--- src/design/timer_unit_regs.vh ---
// Overview of operation
// - Timer 2 overflow sets bit 7 unless baud
// - Trigger edge with enable sets bit 6
// - Bit 5 picks timer 2 for receive clock
// - Bit 4 picks timer 2 for transmit clock
// - Bit 3 enables trigger capture or reload
// - Bit 2 runs or stops timer 2
// - Bit 1 selects pin events or core clock
// - Bit 0 capture or reload; baud forces reload
// - Timers 0 and 1 are byte pairs
// - Mode 0 is thirteen-bit counter, overflow flags
// - Count when run and gate or pin high
// - Starting a timer keeps its count
// - Timers advance every core clock or pin fall, no prescaler
// - Mode 1 uses all sixteen bits
// - Mode 2 reloads low byte from high byte
// - Timer 1 in mode 3 holds count
// - Split mode: high byte uses timer 1 controls
// - Timer 1 toggled by mode 3, baud usable
// - Timer 2 mode decoded from run, select bits
// - Autoreload on rollover or trigger edge
// - Capture copies count on trigger edge
// - Baud mode: no overflow flag, external flag works
// - Two-bit mode field selects timer mode
// - Timer 0 and 1 overflow flags cleared on interrupt vectoring
`ifndef TIMER_UNIT_REGS_VH
`define TIMER_UNIT_REGS_VH

`define ADDR_T01_CONTROL 8'h88
`define ADDR_T01_MODE 8'h89
`define ADDR_T0_COUNT_LOW 8'h8a
`define ADDR_T1_COUNT_LOW 8'h8b
`define ADDR_T0_COUNT_HIGH 8'h8c
`define ADDR_T1_COUNT_HIGH 8'h8d
`define ADDR_T2_CONTROL 8'hc8
`define ADDR_T2_RELOAD_LOW 8'hca
`define ADDR_T2_RELOAD_HIGH 8'hcb
`define ADDR_T2_COUNT_LOW 8'hcc
`define ADDR_T2_COUNT_HIGH 8'hcd

`define RESET_BYTE 8'h00

`define T2C_OVERFLOW 7
`define T2C_EXTERNAL 6
`define T2C_RX_SELECT 5
`define T2C_TX_SELECT 4
`define T2C_TRIGGER_ENABLE 3
`define T2C_RUN 2
`define T2C_FUNCTION 1
`define T2C_CAPTURE 0

`define T01C_T1_OVERFLOW 7
`define T01C_T1_RUN 6
`define T01C_T0_OVERFLOW 5
`define T01C_T0_RUN 4

`define T01M_T1_GATE 7
`define T01M_T1_FUNCTION 6
`define T01M_T1_MODE_HI 5
`define T01M_T1_MODE_LO 4
`define T01M_T0_GATE 3
`define T01M_T0_FUNCTION 2
`define T01M_T0_MODE_HI 1
`define T01M_T0_MODE_LO 0

`define MODE_13BIT 2'b00
`define MODE_16BIT 2'b01
`define MODE_AUTORELOAD 2'b10
`define MODE_SPLIT 2'b11

`define UART_MODE_1 2'b01
`define UART_MODE_3 2'b11

`endif

--- src/design/pin_edge_sync.v ---
`timescale 1ns/1ps
`default_nettype none
module pin_edge_sync #(
  parameter WIDTH = 6
) (
  input wire ref_clk,
  input wire reset_n,
  input wire [WIDTH-1:0] pinIn,
  output reg [WIDTH-1:0] pinLevel,
  output reg [WIDTH-1:0] pinFall
);
  reg [WIDTH-1:0] stage1;
  reg [WIDTH-1:0] stage2;

  // Stage1 feeds only stage2; edges are taken from stage2 against pinLevel
  always @(posedge ref_clk or negedge reset_n)
  begin
    if (!reset_n)
    begin
      stage1 <= {WIDTH{1'b1}};
      stage2 <= {WIDTH{1'b1}};
      pinLevel <= {WIDTH{1'b1}};
      pinFall <= {WIDTH{1'b0}};
    end
    else
    begin
      stage1 <= pinIn;
      stage2 <= stage1;
      pinLevel <= stage2;
      pinFall <= pinLevel & ~stage2;
    end
  end
endmodule // pin_edge_sync
`default_nettype wire

--- src/design/triple_timer_counter_unit.v ---
`timescale 1ns/1ps
`default_nettype none
`include "timer_unit_regs.vh"
module triple_timer_counter_unit (
  input wire ref_clk,
  input wire reset_n,
  input wire [7:0] addr,
  input wire [7:0] wrData,
  input wire wrStrobe,
  input wire rdStrobe,
  output reg [7:0] rdData,
  input wire t0CountPin,
  input wire t1CountPin,
  input wire extIrq0Pin,
  input wire extIrq1Pin,
  input wire t2CountPin,
  input wire t2TriggerPin,
  input wire t0IrqAck,
  input wire t1IrqAck,
  input wire [1:0] uartMode,
  output reg t0OverflowFlag,
  output reg t1OverflowFlag,
  output reg t2IrqRequest,
  output reg rxBaudTick,
  output reg txBaudTick
);
  localparam PIN_T0 = 0;
  localparam PIN_T1 = 1;
  localparam PIN_IRQ0 = 2;
  localparam PIN_IRQ1 = 3;
  localparam PIN_T2 = 4;
  localparam PIN_TRIG = 5;

  wire [5:0] pinLevel;
  wire [5:0] pinFall;

  pin_edge_sync #(
    .WIDTH(6)
  ) u_sync (
    .ref_clk(ref_clk),
    .reset_n(reset_n),
    .pinIn({t2TriggerPin, t2CountPin, extIrq1Pin, extIrq0Pin, t1CountPin, t0CountPin}),
    .pinLevel(pinLevel),
    .pinFall(pinFall)
  );

  reg [7:0] t0Low;
  reg [7:0] t0High;
  reg [7:0] t1Low;
  reg [7:0] t1High;
  reg [7:0] t01Mode;
  reg t0Run;
  reg t1Run;
  reg [7:0] t2Low;
  reg [7:0] t2High;
  reg [7:0] reloadCaptureLow;
  reg [7:0] reloadCaptureHigh;
  reg t2OverflowFlag;
  reg t2ExternalFlag;
  reg rxClockSourceSelect;
  reg txClockSourceSelect;
  reg triggerEnable;
  reg t2Run;
  reg t2FunctionSelect;
  reg captureReloadSelect;

  // One step of a timer byte pair in modes 0 to 2; mode 3 holds
  function [16:0] pairStep;
    input [1:0] mode;
    input [7:0] low;
    input [7:0] high;
    input enable;
    reg [16:0] r;
    begin
      r = {1'b0, high, low};
      if (enable)
      begin
        case (mode)
          `MODE_13BIT:
          begin
            r[4:0] = low[4:0] + 5'h01;
            if (low[4:0] == 5'h1f)
            begin
              r[15:8] = high + 8'h01;
              r[16] = (high == 8'hff);
            end
          end
          `MODE_16BIT:
          begin
            r[15:0] = {high, low} + 16'h0001;
            r[16] = &{high, low};
          end
          `MODE_AUTORELOAD:
          begin
            if (low == 8'hff)
            begin
              r[7:0] = high;
              r[16] = 1'b1;
            end
            else
            begin
              r[7:0] = low + 8'h01;
            end
          end
          default:
          begin
            r = {1'b0, high, low};
          end
        endcase
      end
      pairStep = r;
    end
  endfunction

  function isWrite;
    input [7:0] a;
    input [7:0] target;
    input strobe;
    begin
      isWrite = strobe && (a == target);
    end
  endfunction

  wire [1:0] t0Mode = t01Mode[`T01M_T0_MODE_HI:`T01M_T0_MODE_LO];
  wire [1:0] t1Mode = t01Mode[`T01M_T1_MODE_HI:`T01M_T1_MODE_LO];
  wire t0Split = (t0Mode == `MODE_SPLIT);

  // Counting is enabled per core clock or per pin falling edge, no prescaler
  wire t0Source = t01Mode[`T01M_T0_FUNCTION] ? pinFall[PIN_T0] : 1'b1;
  wire t1Source = t01Mode[`T01M_T1_FUNCTION] ? pinFall[PIN_T1] : 1'b1;
  wire t0Gate = ~t01Mode[`T01M_T0_GATE] | pinLevel[PIN_IRQ0];
  wire t1Gate = ~t01Mode[`T01M_T1_GATE] | pinLevel[PIN_IRQ1];
  wire t0Enable = t0Run & t0Gate & t0Source;
  // While timer 0 is split, timer 1 runs unless in its own mode 3
  wire t1RunTerm = t0Split ? 1'b1 : t1Run;
  wire t1Enable = t1RunTerm & t1Gate & t1Source & (t1Mode != `MODE_SPLIT);

  wire [16:0] t0Step = pairStep(t0Mode, t0Low, t0High, t0Enable);
  wire [16:0] t1Step = pairStep(t1Mode, t1Low, t1High, t1Enable);

  // Split mode: low byte on timer 0 controls, high byte on core clock and timer 1 run
  wire splitLowOvf = t0Enable & (t0Low == 8'hff);
  wire splitHighOvf = t1Run & (t0High == 8'hff);

  wire t0Ovf = t0Split ? splitLowOvf : t0Step[16];
  wire t1CountOvf = t1Step[16];
  wire t1FlagSet = t0Split ? splitHighOvf : t1CountOvf;

  // Timer 2 mode decode
  wire baudMode = rxClockSourceSelect | txClockSourceSelect;
  wire captureMode = captureReloadSelect & ~baudMode;
  wire t2Source = t2FunctionSelect ? pinFall[PIN_T2] : 1'b1;
  wire t2Enable = t2Run & t2Source;
  wire t2Ovf = t2Enable & ({t2High, t2Low} == 16'hffff);
  wire triggerEdge = triggerEnable & pinFall[PIN_TRIG];
  wire triggerAction = triggerEdge & ~baudMode;
  wire t2Reload = (t2Ovf & ~captureMode) | (triggerAction & ~captureMode);
  wire t2Capture = triggerAction & captureMode;
  wire [15:0] t2Inc = {t2High, t2Low} + 16'h0001;

  wire wrT01Control = isWrite(addr, `ADDR_T01_CONTROL, wrStrobe);
  wire wrT2Control = isWrite(addr, `ADDR_T2_CONTROL, wrStrobe);
  wire t2OvfSet = t2Ovf & ~baudMode;
  wire t2ExtSet = triggerEdge;

  reg next_t0OverflowFlag;
  reg next_t1OverflowFlag;
  reg next_t2OverflowFlag;
  reg next_t2ExternalFlag;

  // Hardware set wins over software write and interrupt acknowledge
  always @*
  begin
    next_t0OverflowFlag = t0OverflowFlag & ~t0IrqAck;
    next_t1OverflowFlag = t1OverflowFlag & ~t1IrqAck;
    next_t2OverflowFlag = t2OverflowFlag;
    next_t2ExternalFlag = t2ExternalFlag;
    if (wrT01Control)
    begin
      next_t0OverflowFlag = wrData[`T01C_T0_OVERFLOW];
      next_t1OverflowFlag = wrData[`T01C_T1_OVERFLOW];
    end
    if (wrT2Control)
    begin
      next_t2OverflowFlag = wrData[`T2C_OVERFLOW];
      next_t2ExternalFlag = wrData[`T2C_EXTERNAL];
    end
    if (t0Ovf)
    begin
      next_t0OverflowFlag = 1'b1;
    end
    if (t1FlagSet)
    begin
      next_t1OverflowFlag = 1'b1;
    end
    if (t2OvfSet)
    begin
      next_t2OverflowFlag = 1'b1;
    end
    if (t2ExtSet)
    begin
      next_t2ExternalFlag = 1'b1;
    end
  end

  wire baudUartMode = (uartMode == `UART_MODE_1) || (uartMode == `UART_MODE_3);

  always @(posedge ref_clk or negedge reset_n)
  begin
    if (!reset_n)
    begin
      t0Low <= `RESET_BYTE;
      t0High <= `RESET_BYTE;
      t1Low <= `RESET_BYTE;
      t1High <= `RESET_BYTE;
      t01Mode <= `RESET_BYTE;
      t0Run <= 1'b0;
      t1Run <= 1'b0;
      t0OverflowFlag <= 1'b0;
      t1OverflowFlag <= 1'b0;
      t2Low <= `RESET_BYTE;
      t2High <= `RESET_BYTE;
      reloadCaptureLow <= `RESET_BYTE;
      reloadCaptureHigh <= `RESET_BYTE;
      t2OverflowFlag <= 1'b0;
      t2ExternalFlag <= 1'b0;
      rxClockSourceSelect <= 1'b0;
      txClockSourceSelect <= 1'b0;
      triggerEnable <= 1'b0;
      t2Run <= 1'b0;
      t2FunctionSelect <= 1'b0;
      captureReloadSelect <= 1'b0;
      t2IrqRequest <= 1'b0;
      rxBaudTick <= 1'b0;
      txBaudTick <= 1'b0;
      rdData <= `RESET_BYTE;
    end
    else
    begin
      // Timer 0 and 1 counts; a software write to a byte wins over counting
      if (t0Split)
      begin
        t0Low <= t0Enable ? t0Low + 8'h01 : t0Low;
        t0High <= t1Run ? t0High + 8'h01 : t0High;
      end
      else
      begin
        t0Low <= t0Step[7:0];
        t0High <= t0Step[15:8];
      end
      t1Low <= t1Step[7:0];
      t1High <= t1Step[15:8];
      if (isWrite(addr, `ADDR_T0_COUNT_LOW, wrStrobe))
      begin
        t0Low <= wrData;
      end
      if (isWrite(addr, `ADDR_T0_COUNT_HIGH, wrStrobe))
      begin
        t0High <= wrData;
      end
      if (isWrite(addr, `ADDR_T1_COUNT_LOW, wrStrobe))
      begin
        t1Low <= wrData;
      end
      if (isWrite(addr, `ADDR_T1_COUNT_HIGH, wrStrobe))
      begin
        t1High <= wrData;
      end
      if (isWrite(addr, `ADDR_T01_MODE, wrStrobe))
      begin
        t01Mode <= wrData;
      end
      // Run bits only gate counting, counts are untouched
      if (wrT01Control)
      begin
        t0Run <= wrData[`T01C_T0_RUN];
        t1Run <= wrData[`T01C_T1_RUN];
      end
      t0OverflowFlag <= next_t0OverflowFlag;
      t1OverflowFlag <= next_t1OverflowFlag;

      // Timer 2 count, reload and capture
      if (t2Reload)
      begin
        t2Low <= reloadCaptureLow;
        t2High <= reloadCaptureHigh;
      end
      else if (t2Enable)
      begin
        t2Low <= t2Inc[7:0];
        t2High <= t2Inc[15:8];
      end
      if (t2Capture)
      begin
        reloadCaptureLow <= t2Low;
        reloadCaptureHigh <= t2High;
      end
      if (isWrite(addr, `ADDR_T2_COUNT_LOW, wrStrobe))
      begin
        t2Low <= wrData;
      end
      if (isWrite(addr, `ADDR_T2_COUNT_HIGH, wrStrobe))
      begin
        t2High <= wrData;
      end
      if (isWrite(addr, `ADDR_T2_RELOAD_LOW, wrStrobe))
      begin
        reloadCaptureLow <= wrData;
      end
      if (isWrite(addr, `ADDR_T2_RELOAD_HIGH, wrStrobe))
      begin
        reloadCaptureHigh <= wrData;
      end
      if (wrT2Control)
      begin
        rxClockSourceSelect <= wrData[`T2C_RX_SELECT];
        txClockSourceSelect <= wrData[`T2C_TX_SELECT];
        triggerEnable <= wrData[`T2C_TRIGGER_ENABLE];
        t2Run <= wrData[`T2C_RUN];
        t2FunctionSelect <= wrData[`T2C_FUNCTION];
        captureReloadSelect <= wrData[`T2C_CAPTURE];
      end
      t2OverflowFlag <= next_t2OverflowFlag;
      t2ExternalFlag <= next_t2ExternalFlag;
      t2IrqRequest <= next_t2OverflowFlag | next_t2ExternalFlag;
      t0OverflowFlag <= next_t0OverflowFlag;

      // Serial clock ticks from timer 2 or timer 1 overflow
      rxBaudTick <= baudUartMode & (rxClockSourceSelect ? t2Ovf : t1CountOvf);
      txBaudTick <= baudUartMode & (txClockSourceSelect ? t2Ovf : t1CountOvf);

      // Read data stand in the cycle after the strobe only
      if (rdStrobe)
      begin
        case (addr)
          `ADDR_T01_CONTROL:
            rdData <= {t1OverflowFlag, t1Run, t0OverflowFlag, t0Run, 4'h0};
          `ADDR_T01_MODE:
            rdData <= t01Mode;
          `ADDR_T0_COUNT_LOW:
            rdData <= t0Low;
          `ADDR_T0_COUNT_HIGH:
            rdData <= t0High;
          `ADDR_T1_COUNT_LOW:
            rdData <= t1Low;
          `ADDR_T1_COUNT_HIGH:
            rdData <= t1High;
          `ADDR_T2_CONTROL:
            rdData <= {t2OverflowFlag, t2ExternalFlag, rxClockSourceSelect,
              txClockSourceSelect, triggerEnable, t2Run, t2FunctionSelect,
              captureReloadSelect};
          `ADDR_T2_RELOAD_LOW:
            rdData <= reloadCaptureLow;
          `ADDR_T2_RELOAD_HIGH:
            rdData <= reloadCaptureHigh;
          `ADDR_T2_COUNT_LOW:
            rdData <= t2Low;
          `ADDR_T2_COUNT_HIGH:
            rdData <= t2High;
          default:
            rdData <= `RESET_BYTE;
        endcase
      end
      else
      begin
        rdData <= `RESET_BYTE;
      end
    end
  end
endmodule // triple_timer_counter_unit
`default_nettype wire

--- config.mk ---
export PLATFORM = sky130hd
export DESIGN_NAME = triple_timer_counter_unit
export DESIGN_NICKNAME = d
export VERILOG_FILES = /design/src/design/pin_edge_sync.v /design/src/design/triple_timer_counter_unit.v
export VERILOG_INCLUDE_DIRS = /design/src /design/src/design
export SDC_FILE = /design/constraint.sdc
export NUM_CORES = 1
export LEC_CHECK = 0
export BUFFER_PORTS_ARGS = -buffer_cell sky130_fd_sc_hd__clkbuf_2
export CORE_MARGIN = 2
export CORE_UTILIZATION = 40
export DETAILED_ROUTE_END_ITERATION = 10
export SYNTH_ARGS = -nofsm -noshare
export SYNTH_HDL_FRONTEND = slang
export SYNTH_SLANG_ARGS = --single-unit
--- constraint.sdc ---
create_clock -name ref_clk -period 2.8 [get_ports ref_clk]
set_input_delay 0.56 -clock ref_clk [delete_from_list [all_inputs] [get_ports ref_clk]]
set_output_delay 0.56 -clock ref_clk [all_outputs]
set_load 0.02 [all_outputs]
=== Yosys cells after proc, flatten, opt, wreduce, memory -nomap -nowiden ===
Cells that the tools add are included.

* Input port bits: 30
* Output and inout port bits: 13
* Bits in registers: 119

* $add $sub $neg: 9
* Bitwise operators: 33
* Reductions and logical operators: 36
* Muxes and demuxes: 52
* Equality and inequality tests: 29

{| class="wikitable"
|+ Operator list
! cell !! number
|-
| two-way mux 8 bit || 21
|-
| == test 8 bit, second input constant || 15
|-
| one-hot mux 8 bit (11 select lines) || 1
|-
| adder 16 x 1 -> 16 bit, second input constant || 3
|-
| two-way mux 17 bit || 2
|-
| adder 8 x 1 -> 8 bit, second input constant || 4
|-
| one-hot mux 8 bit (2 select lines) || 2
|-
| AND reduction 16 bit || 2
|-
| one-hot mux 5 bit (3 select lines) || 2
|-
| AND 1 bit || 20
|-
| two-way mux 1 bit || 18
|-
| two-way mux 9 bit || 2
|-
| == test 16 bit, second input constant || 1
|-
| nonzero test 3 bit || 5
|-
| one-hot mux 3 bit (2 select lines) || 2
|-
| nonzero test 4 bit || 3
|-
| logical AND 1 bit || 11
|-
| adder 5 x 1 -> 5 bit, second input constant || 2
|-
| == test 5 bit, second input constant || 2
|-
| nonzero test 2 bit || 5
|-
| == test 2 bit, second input constant || 4
|-
| AND reduction 2 bit || 4
|-
| AND 6 bit || 1
|-
| == test 2 x 1 -> 1 bit, second input constant || 3
|-
| 13 further kinds || 24
|}

=== Depth between registers and ports, before layout ===
Gate-level depths: netlist of run 1.

* Depth in word-level cells: 8
* Mapped depth: 10

=== Cells and area by module ===
Synthesis of run 1 repeated with hierarchy kept, for this count alone.

* Cell total of the unflattened synthesis: 807
* Area, all modules: 7339.5 um^2

{| class="wikitable"
|+ Modules (own cells, without submodules)
! module !! cells each !! times used !! area an instance (um^2)
|-
| triple_timer_counter_unit || 777 || 1 || 6633.9
|-
| pin_edge_sync || 30 || 1 || 705.7
|}

=== Least setup slack after synthesis of run 1 ===
No wires, ideal clock.

* Path kind: reg2reg
* Start: register t0Low[0]
* End: register t0High[6]
* Data required time: 2.665 ns
* Data arrival time: 1.997 ns
* Period minus slack after synthesis: 2.132 ns
* Stages on the path, launching flop included: 11
* Buffers on the path: 1
* Slack: 0.668 ns
* Path through: dfrtp_1 > ha_1 > and3_1 > ha_1 > nor2b_1 > o41ai_1 > and2_1 > clkbuf_1 > o2111ai_1 > o21ai_0 > a21oi_1

* Cells in the longest elaborated chain, start to end: 5
* Elaborated cells on any way between the ends: 8
* Classes of those cells: add/sub: 1; eq/ne: 2; mux: 4; reduce/logical: 1

{| class="wikitable"
|+ RTL lines
! item !! line !! RTL
|-
| from (decl) || triple_timer_counter_unit.v:47 || <nowiki>reg [7:0] t0Low;</nowiki>
|-
| from (signal assigned) || triple_timer_counter_unit.v:212 || <nowiki>t0Low <= `RESET_BYTE;</nowiki>
|-
| from (signal assigned) || triple_timer_counter_unit.v:243 || <nowiki>t0Low <= t0Enable ? t0Low + 8'h01 : t0Low;</nowiki>
|-
| from (signal assigned) || triple_timer_counter_unit.v:248 || <nowiki>t0Low <= t0Step[7:0];</nowiki>
|-
| adder 16 x 1 -> 16 bit || triple_timer_counter_unit.v:90 || <nowiki>r[15:0] = {high, low} + 16'h0001;</nowiki>
|-
| one-hot mux 8 bit (2 select lines) || triple_timer_counter_unit.v:78 || <nowiki>case (mode)</nowiki>
|-
| two-way mux 17 bit || triple_timer_counter_unit.v:76 || <nowiki>if (enable)</nowiki>
|-
| two-way mux 8 bit || triple_timer_counter_unit.v:241 || <nowiki>if (t0Split)</nowiki>
|-
| two-way mux 8 bit || triple_timer_counter_unit.v:257 || <nowiki>if (isWrite(addr, `ADDR_T0_COUNT_HIGH, wrStrobe))</nowiki>
|-
| to (signal assigned) || triple_timer_counter_unit.v:244 || <nowiki>t0High <= t1Run ? t0High + 8'h01 : t0High;</nowiki>
|-
| to (signal assigned) || triple_timer_counter_unit.v:249 || <nowiki>t0High <= t0Step[15:8];</nowiki>
|-
| to (signal assigned) || triple_timer_counter_unit.v:259 || <nowiki>t0High <= wrData;</nowiki>
|-
| to (decl) || triple_timer_counter_unit.v:48 || <nowiki>reg [7:0] t0High;</nowiki>
|}

Parallel ways exist; a longest one is shown, timed or not. The select of a mux whose other input is x is not followed.
A chain may end at the register's enable or synchronous reset.

=== Worst setup path after layout of run 1 ===
Ends and elaborated chain as after synthesis.

==> results.sh, run 1 <==
export IMPL_yosysSeqAreaShare=0.4053
export IMPL_critPathKind="reg2reg"
export IMPL_synth_top_cell_area_share=0.3403
export IMPL_final_antenna_net_count=0
export IMPL_synth_edf_count=0
export IMPL_final_setup_viol_count=0
export IMPL_clkTransAtPathRegs_ns=0.06
export IMPL_drv_cap=0
export IMPL_crit_chain="ha_1 > and3_1 > ha_1 > nor2b_1 > o41ai_1 > nand2_1 > nor3_1 > o21ai_0 > a21oi_1"
export IMPL_row_count=49
export IMPL_slew_viol_final=0
export IMPL_die_w_um=138.9
export IMPL_post_route_period_util=0.8806
export IMPL_cts_tree="yes"
export IMPL_synth_cell_types=78
export IMPL_cts_sinks=117
export IMPL_h_tree_depth=4
export IMPL_wirelength_um=23050
export IMPL_synth_area_mux_share=0.06978
export IMPL_synth_nets=856
export IMPL_busiest_layer="met2"
export IMPL_async_reset_ff_frac=1.000
export IMPL_arrival_ns=2.81
export IMPL_grt_pass1_vias=6361
export IMPL_cts_buffers=17
export IMPL_power_density_nw_per_um2=723.9
export IMPL_post_route_min_period_ns=2.466
export IMPL_cts_root_buf="clkbuf_16"
export IMPL_syn_area_um2=7279
export IMPL_endpoint_kind="flip-flop"
export IMPL_drive_gt1_frac=0.1860
export IMPL_status="complete, no violations"
export IMPL_drtIter0Drc=830
export IMPL_yosys_area_top_type="dfrtp_1"
export IMPL_critPathMaxStageDelay_ns=0.46
export IMPL_synthAdderAreaFrac=0.02578
export IMPL_vdd_ir_drop_max_mv=0.4530
export IMPL_place_gp_congestion=0.9680
export IMPL_crit_start="t0Low[0]"
export IMPL_hold_viol_final=0
export IMPL_fp_dieH_um=138.9
export IMPL_grt_pass1_wl_um=36740
export IMPL_reg2reg_depth=9
export IMPL_synth_compound_area_frac=0.2164
export IMPL_rrSetupSlack_ns=0.33
export IMPL_dr_pass1_iters=5
export IMPL_rsz0062_at_grt="false"
export IMPL_grtUsageMet3=0.04800
export IMPL_num_vias=6612
export IMPL_ys_ff_latch=117
export IMPL_syn_area_per_cell_um2=8.976
export IMPL_fillers=1761
export IMPL_yosysWarnings=0
export IMPL_start_util=0.4066
export IMPL_via_per_inst=6.072
export IMPL_fmax_ghz=0.4056
export IMPL_finalSetupTns_ns=0
export IMPL_synth_top_family_by_area="compound AO/OA/AOI/OAI gates"
export IMPL_areaGrowthSynthToFinish_pct=14.80
export IMPL_worst_path_stages=9
export IMPL_grt_total_usage=0.2440
export IMPL_synth_simple_area_share=0.2080
export IMPL_fin_skew_ns=0.01067
export IMPL_postSynthCellCount=811
export IMPL_min_path_type="in2async"
export IMPL_r2r_end="t0High[6]"
export IMPL_max_clock_path_buffers=2
export IMPL_cp_top_family="simple AND/OR/NAND/NOR gates"
export IMPL_nNetsFinal=892
export IMPL_antennaDiodeCount=0
export IMPL_clock_latency_ns=0.43
export IMPL_cpMaxStageDelayCell="dfrtp_1"
export IMPL_cpMostUsedCell="ha_1"
export IMPL_antenna_found_initial=0
export IMPL_route_detailed_drc=0
export IMPL_hold_buffers=0
export IMPL_yosys_area_share_xor_xnor=0.03369
export IMPL_hpwl_um=16400
export IMPL_r2r_start="t0Low[0]"
export IMPL_gr_usage_met2=0.3746
export IMPL_io_pins=43
export IMPL_postCtsSetupRepairBufs=0
export IMPL_grt_max_degree=54
export IMPL_critPathCapture="t0High[6]"
export IMPL_coreArea_um2=17900
export IMPL_p_total_mw=6.049
export IMPL_regArea_um2=2950
export IMPL_crit_buf_inv=0
export IMPL_portBuffers=41
export IMPL_start_kind="flip-flop"
export IMPL_grtUsageMet1=0.3468
export IMPL_dieArea_um2=19290
export IMPL_tightest_slew_ns=0.9189
export IMPL_grt_ovfl_total=0
export IMPL_ctsResizeCount=0
export IMPL_synthFlopType="dfrtp_1"
export IMPL_power_leakage_nw=3.363
export IMPL_slew_headroom=0.3852
export IMPL_path_max_fanout=8
export IMPL_netlist_top_cells_area="dfrtp_1, dfstp_2, nor2_1, nand2_1, a21oi_1"
export IMPL_multi_input_area_um2=4030
export IMPL_wire_per_inst_um=21.17
export IMPL_required_ns=3.14
## how the worst min path moves through the flow
stage	start	end	slack, ns	cells after the start
after floorplan	reset_n	captureReloadSelect	0.26	0
after global placement	u_sync.stage1[0]	u_sync.stage2[0]	0.35	0
after detailed placement	u_sync.stage1[3]	u_sync.stage2[3]	0.35	0
after CTS	reset_n	t01Mode[7]	0.09	1
after global routing	reset_n	t01Mode[7]	0.11	1
final	reset_n	t01Mode[7]	0.08	1
## report_power, final
part           switching (mW)  internal, mW
clock                   0.858          1.28
combinational           0.719         0.616
sequential              0.596          1.99
## placed cells by master (no fill, tap or decap), types with 4 or more instances in the layout
master | synthesis | final
a211oi_1 | 11 | 11
a21oi_1 | 60 | 60
a221o_1 | 11 | 11
a221oi_1 | 19 | 19
a22oi_1 | 13 | 13
a311oi_1 | 4 | 4
a31oi_1 | 9 | 9
a32oi_1 | 7 | 7
and2_1 | 11 | 11
and3_1 | 16 | 16
and4_1 | 6 | 6
buf_4 | 2 | 31
clkbuf_16 | 0 | 17
clkbuf_2 | 1 | 40
clkinv_4 | 0 | 4
dfrtp_1 | 99 | 99
dfstp_2 | 18 | 18
ha_1 | 15 | 15
inv_1 | 15 | 15
mux2_2 | 22 | 22
mux2i_1 | 26 | 26
nand2_1 | 84 | 84
nand2b_1 | 7 | 7
nand3_1 | 22 | 22
nand4_1 | 15 | 15
nor2_1 | 85 | 85
nor2b_1 | 12 | 12
nor3_1 | 14 | 14
nor4_1 | 4 | 4
o211ai_1 | 6 | 6
o21ai_0 | 47 | 47
o31ai_1 | 4 | 4
xnor2_1 | 14 | 14
xor2_1 | 14 | 14
## synth_stat cells, types with 3 or more instances
cell type,n
a211oi_1,11
a21boi_0,3
a21oi_1,60
a221o_1,11
a221oi_1,19
a22o_1,3
a22oi_1,13
a311oi_1,4
a31oi_1,9
a32oi_1,7
and2_1,11
and3_1,16
and4_1,6
buf_1,6
buf_2,19
clkbuf_1,27
dfrtp_1,99
dfstp_2,18
ha_1,15
inv_1,15
mux2_2,22
mux2i_1,26
nand2_1,84
nand2b_1,7
nand3_1,22
nand3_2,3
nand4_1,15
nor2_1,85
nor2b_1,12
nor3_1,14
nor3b_1,3
nor4_1,4
o211ai_1,6
o21ai_0,47
o21ai_1,3
o311ai_0,3
o31ai_1,4
or3b_1,3
xnor2_1,14
xor2_1,14
## stage by stage
step,std cells,area (µm²),setup slack (ns),util,hold WS [ns]
finish,1089,8357,0.3343,0.4668,0.08181
global route,1089,8357,0.07032,0.4668,0.1112
CTS,1089,8357,0.3765,0.4668,0.08520
detailed placement,1057,7780,0.3349,0.4346,0.3468
global placement,1057,7780,0.3444,0.4346,0.3456
floorplan,811,7279,0.6683,-,0.2644
## logic make-up after synthesis
group / Yosys count
and+or+nand+nor: 303
AOI/OAI and AO/OA: 229
DFF: 117
buffers and inverters: 71
muxes: 48
xor gates and xnor gates: 28
adders and majority gates: 15
## final cells by class
cell class / instances / area share
well taps: 229 / 0.03429
multi-input cells: 623 / 0.4823
repair buffers: 72 / 0.05420
clock buffers: 19 / 0.05420
inverters: 16 / 0.007187
clock inverters: 13 / 0.01482
flip-flops and latches: 117 / 0.3530
## state kept, by name (all words and copies together) (netlist names), 6 cells and up
name,cells
rdData,8
reloadCaptureHigh,8
reloadCaptureLow,8
t01Mode,8
t0High,8
t0Low,8
t1High,8
t1Low,8
t2High,8
t2Low,8
u_sync.pinLevel,6
u_sync.stage1,6
u_sync.stage2,6
## metal layers
layer,up-vias,wire [µm]
met4,0,534
li1,3069,-
met3,40,1598
met2,271,10540
met1,3232,10370
met5,-,0
## worst register-to-register path, cell delays in order, from the launching register on
cell and delay [ns]:
dfrtp_1 0.46, ha_1 0.25, and3_1 0.17, ha_1 0.23
nor2b_1 0.08, o41ai_1 0.41, nand2_1 0.29, nor3_1 0.25
o21ai_0 0.10, a21oi_1 0.17
(Power assumes the default switching activity.)
==> inputs of run 2 (changes only) <==
--- a/config.mk
+++ b/config.mk
@@ -9,7 +9,9 @@
 export BUFFER_PORTS_ARGS = -buffer_cell sky130_fd_sc_hd__clkbuf_2
 export CORE_MARGIN = 2
 export CORE_UTILIZATION = 40
+export CTS_CLUSTER_SIZE = 12
 export DETAILED_ROUTE_END_ITERATION = 10
 export SYNTH_ARGS = -nofsm -noshare
 export SYNTH_HDL_FRONTEND = slang
+export SYNTH_HIERARCHICAL = 1
 export SYNTH_SLANG_ARGS = --single-unit
==> results.sh, run 2 <==
export IMPL_syn_area_um2=7262
export IMPL_io_pins=43
export IMPL_holdPathEnd="u_sync/stage1[5]"
export IMPL_cts_tree="yes"
export IMPL_drv_cap=0
export IMPL_drive_gt1_frac=0.1900
export IMPL_grt_total_usage=0.2363
export IMPL_endpoint_kind="flip-flop"
export IMPL_min_from="t2TriggerPin"
export IMPL_antenna_found_initial=0
export IMPL_areaGrowthSynthToFinish_pct=15.56
export IMPL_die_w_um=138.7
export IMPL_grt_max_degree=118
export IMPL_post_route_min_period_ns=2.496
export IMPL_dr_pass1_iters=5
export IMPL_postSynthCellCount=803
export IMPL_placedCellCount=1055
export IMPL_fmax_ghz=0.4007
export IMPL_portBuffers=41
export IMPL_rrSetupSlack_ns=0.30
export IMPL_max_clock_path_buffers=2
export IMPL_coreArea_um2=17900
export IMPL_syn_area_per_cell_um2=9.044
export IMPL_grtUsageMet1=0.3350
export IMPL_cts_buffers=17
export IMPL_hold_viol_final=0
export IMPL_power_density_nw_per_um2=709.1
export IMPL_wire_per_inst_um=20.39
export IMPL_busiest_layer="met2"
export IMPL_route_detailed_drc=0
export IMPL_final_antenna_net_count=0
export IMPL_finalSetupTns_ns=0
export IMPL_min_path_type="in2reg"
export IMPL_clock_latency_ns=0.42
export IMPL_postCtsSetupRepairBufs=0
export IMPL_grtUsageMet3=0.05905
export IMPL_rsz0062_at_grt="false"
export IMPL_cts_root_buf="clkbuf_16"
export IMPL_r2r_end="t0High[5]"
export IMPL_hold_buffers=0
export IMPL_h_tree_depth=4
export IMPL_post_route_period_util=0.8913
export IMPL_nNetsFinal=890
export IMPL_final_setup_viol_count=0
export IMPL_row_count=49
export IMPL_layout_commonest_cell="nand2_1"
export IMPL_clkTransAtPathRegs_ns=0.06
export IMPL_min_path_cells=1
export IMPL_grt_pass1_wl_um=35560
export IMPL_slew_viol_final=0
export IMPL_start_util=0.4056
export IMPL_grt_ovfl_total=0
export IMPL_fin_skew_ns=0.005892
export IMPL_yosysWarnings=6
export IMPL_ctsResizeCount=0
export IMPL_slew_headroom=0.4061
export IMPL_cts_sinks=117
export IMPL_grt_pass1_vias=6158
export IMPL_num_vias=6476
export IMPL_status="complete, no violations"
export IMPL_wirelength_um=22190
export IMPL_arrival_ns=2.79
export IMPL_mostFrequentLayoutCells="nand2_1, dfrtp_1, o21ai_0"
export IMPL_r2r_start="t0Low[1]"
export IMPL_via_per_inst=5.952
export IMPL_drtIter0Drc=662
export IMPL_power_leakage_nw=3.389
export IMPL_hpwl_um=15530
export IMPL_required_ns=3.09
export IMPL_fp_dieH_um=138.7
export IMPL_layout_cells_non_filler=1088
export IMPL_vdd_ir_drop_max_mv=0.4738
export IMPL_synth_nets=848
export IMPL_critPathKind="reg2reg"
export IMPL_tightest_slew_ns=0.8880
export IMPL_path_max_fanout=6
export IMPL_reg2reg_depth=9
export IMPL_place_gp_congestion=0.9282
export IMPL_start_kind="flip-flop"
export IMPL_dieArea_um2=19250
export IMPL_gr_usage_met2=0.3593
run 2: layout make-up:
cell class | instances | area, µm²
antenna | 1 | 2.502
clock buffer | 21 | 460.4
clock inverter | 11 | 150.1
fill | 1755 | 9510
inverter | 18 | 67.56
multi-input combinational | 620 | 4029
sequential | 117 | 2950
tap | 229 | 286.5
timing repair buffer | 71 | 445.4
run 2: worst max path at each step:
stage,start,end,slack [ns],cells past startpoint
after global placement,t0Low[1],t0High[5],0.42,9
after detailed placement,t0Low[1],t0High[5],0.32,9
after floorplan,t0Low[0],t0High[5],0.66,9
after CTS,t0Low[1],t0High[5],0.33,9
after global routing,t0Low[0],t0High[5],0.14,9
final,t0Low[1],t0High[5],0.30,9
run 2: routing by layer:
metal	wire length, µm	vias to the layer above
li1	-	3011
met1	10100	3162
met2	9959	270
met3	1606	33
met4	515	0
met5	0	-
run 2: worst max-delay path, cell delays in order, from the launching register on:
cell and delay (ns):
dfrtp_1 0.41, ha_1 0.22, and3_1 0.16, ha_1 0.30
inv_1 0.12, a21oi_1 0.25, a21boi_1 0.15, or2_2 0.34
a221oi_1 0.30, o32ai_1 0.13
run 2: report_power, final:
part	leakage (nW)	total [mW]	switching (mW)	internal, mW
logic	1.77	1.19	0.646	0.541
clock network	0.294	2.27	0.816	1.45
registers	1.32	2.50	0.543	1.96
run 2: metrics by stage:
stage | hold WS, ns | area [µm²] | util | worst slack (ns) | power (mW)
finish | 0.2167 | 8392 | 0.4688 | 0.3044 | 5.951
global route | 0.1985 | 8389 | 0.4686 | 0.1382 | 6.272
CTS | 0.2048 | 8389 | 0.4686 | 0.3303 | 5.955
floorplan | 0.2644 | 7262 | - | 0.6606 | 3.248
global placement | 0.3458 | 7779 | 0.4345 | 0.4194 | 3.653
detailed placement | 0.3473 | 7779 | 0.4345 | 0.3195 | 3.674
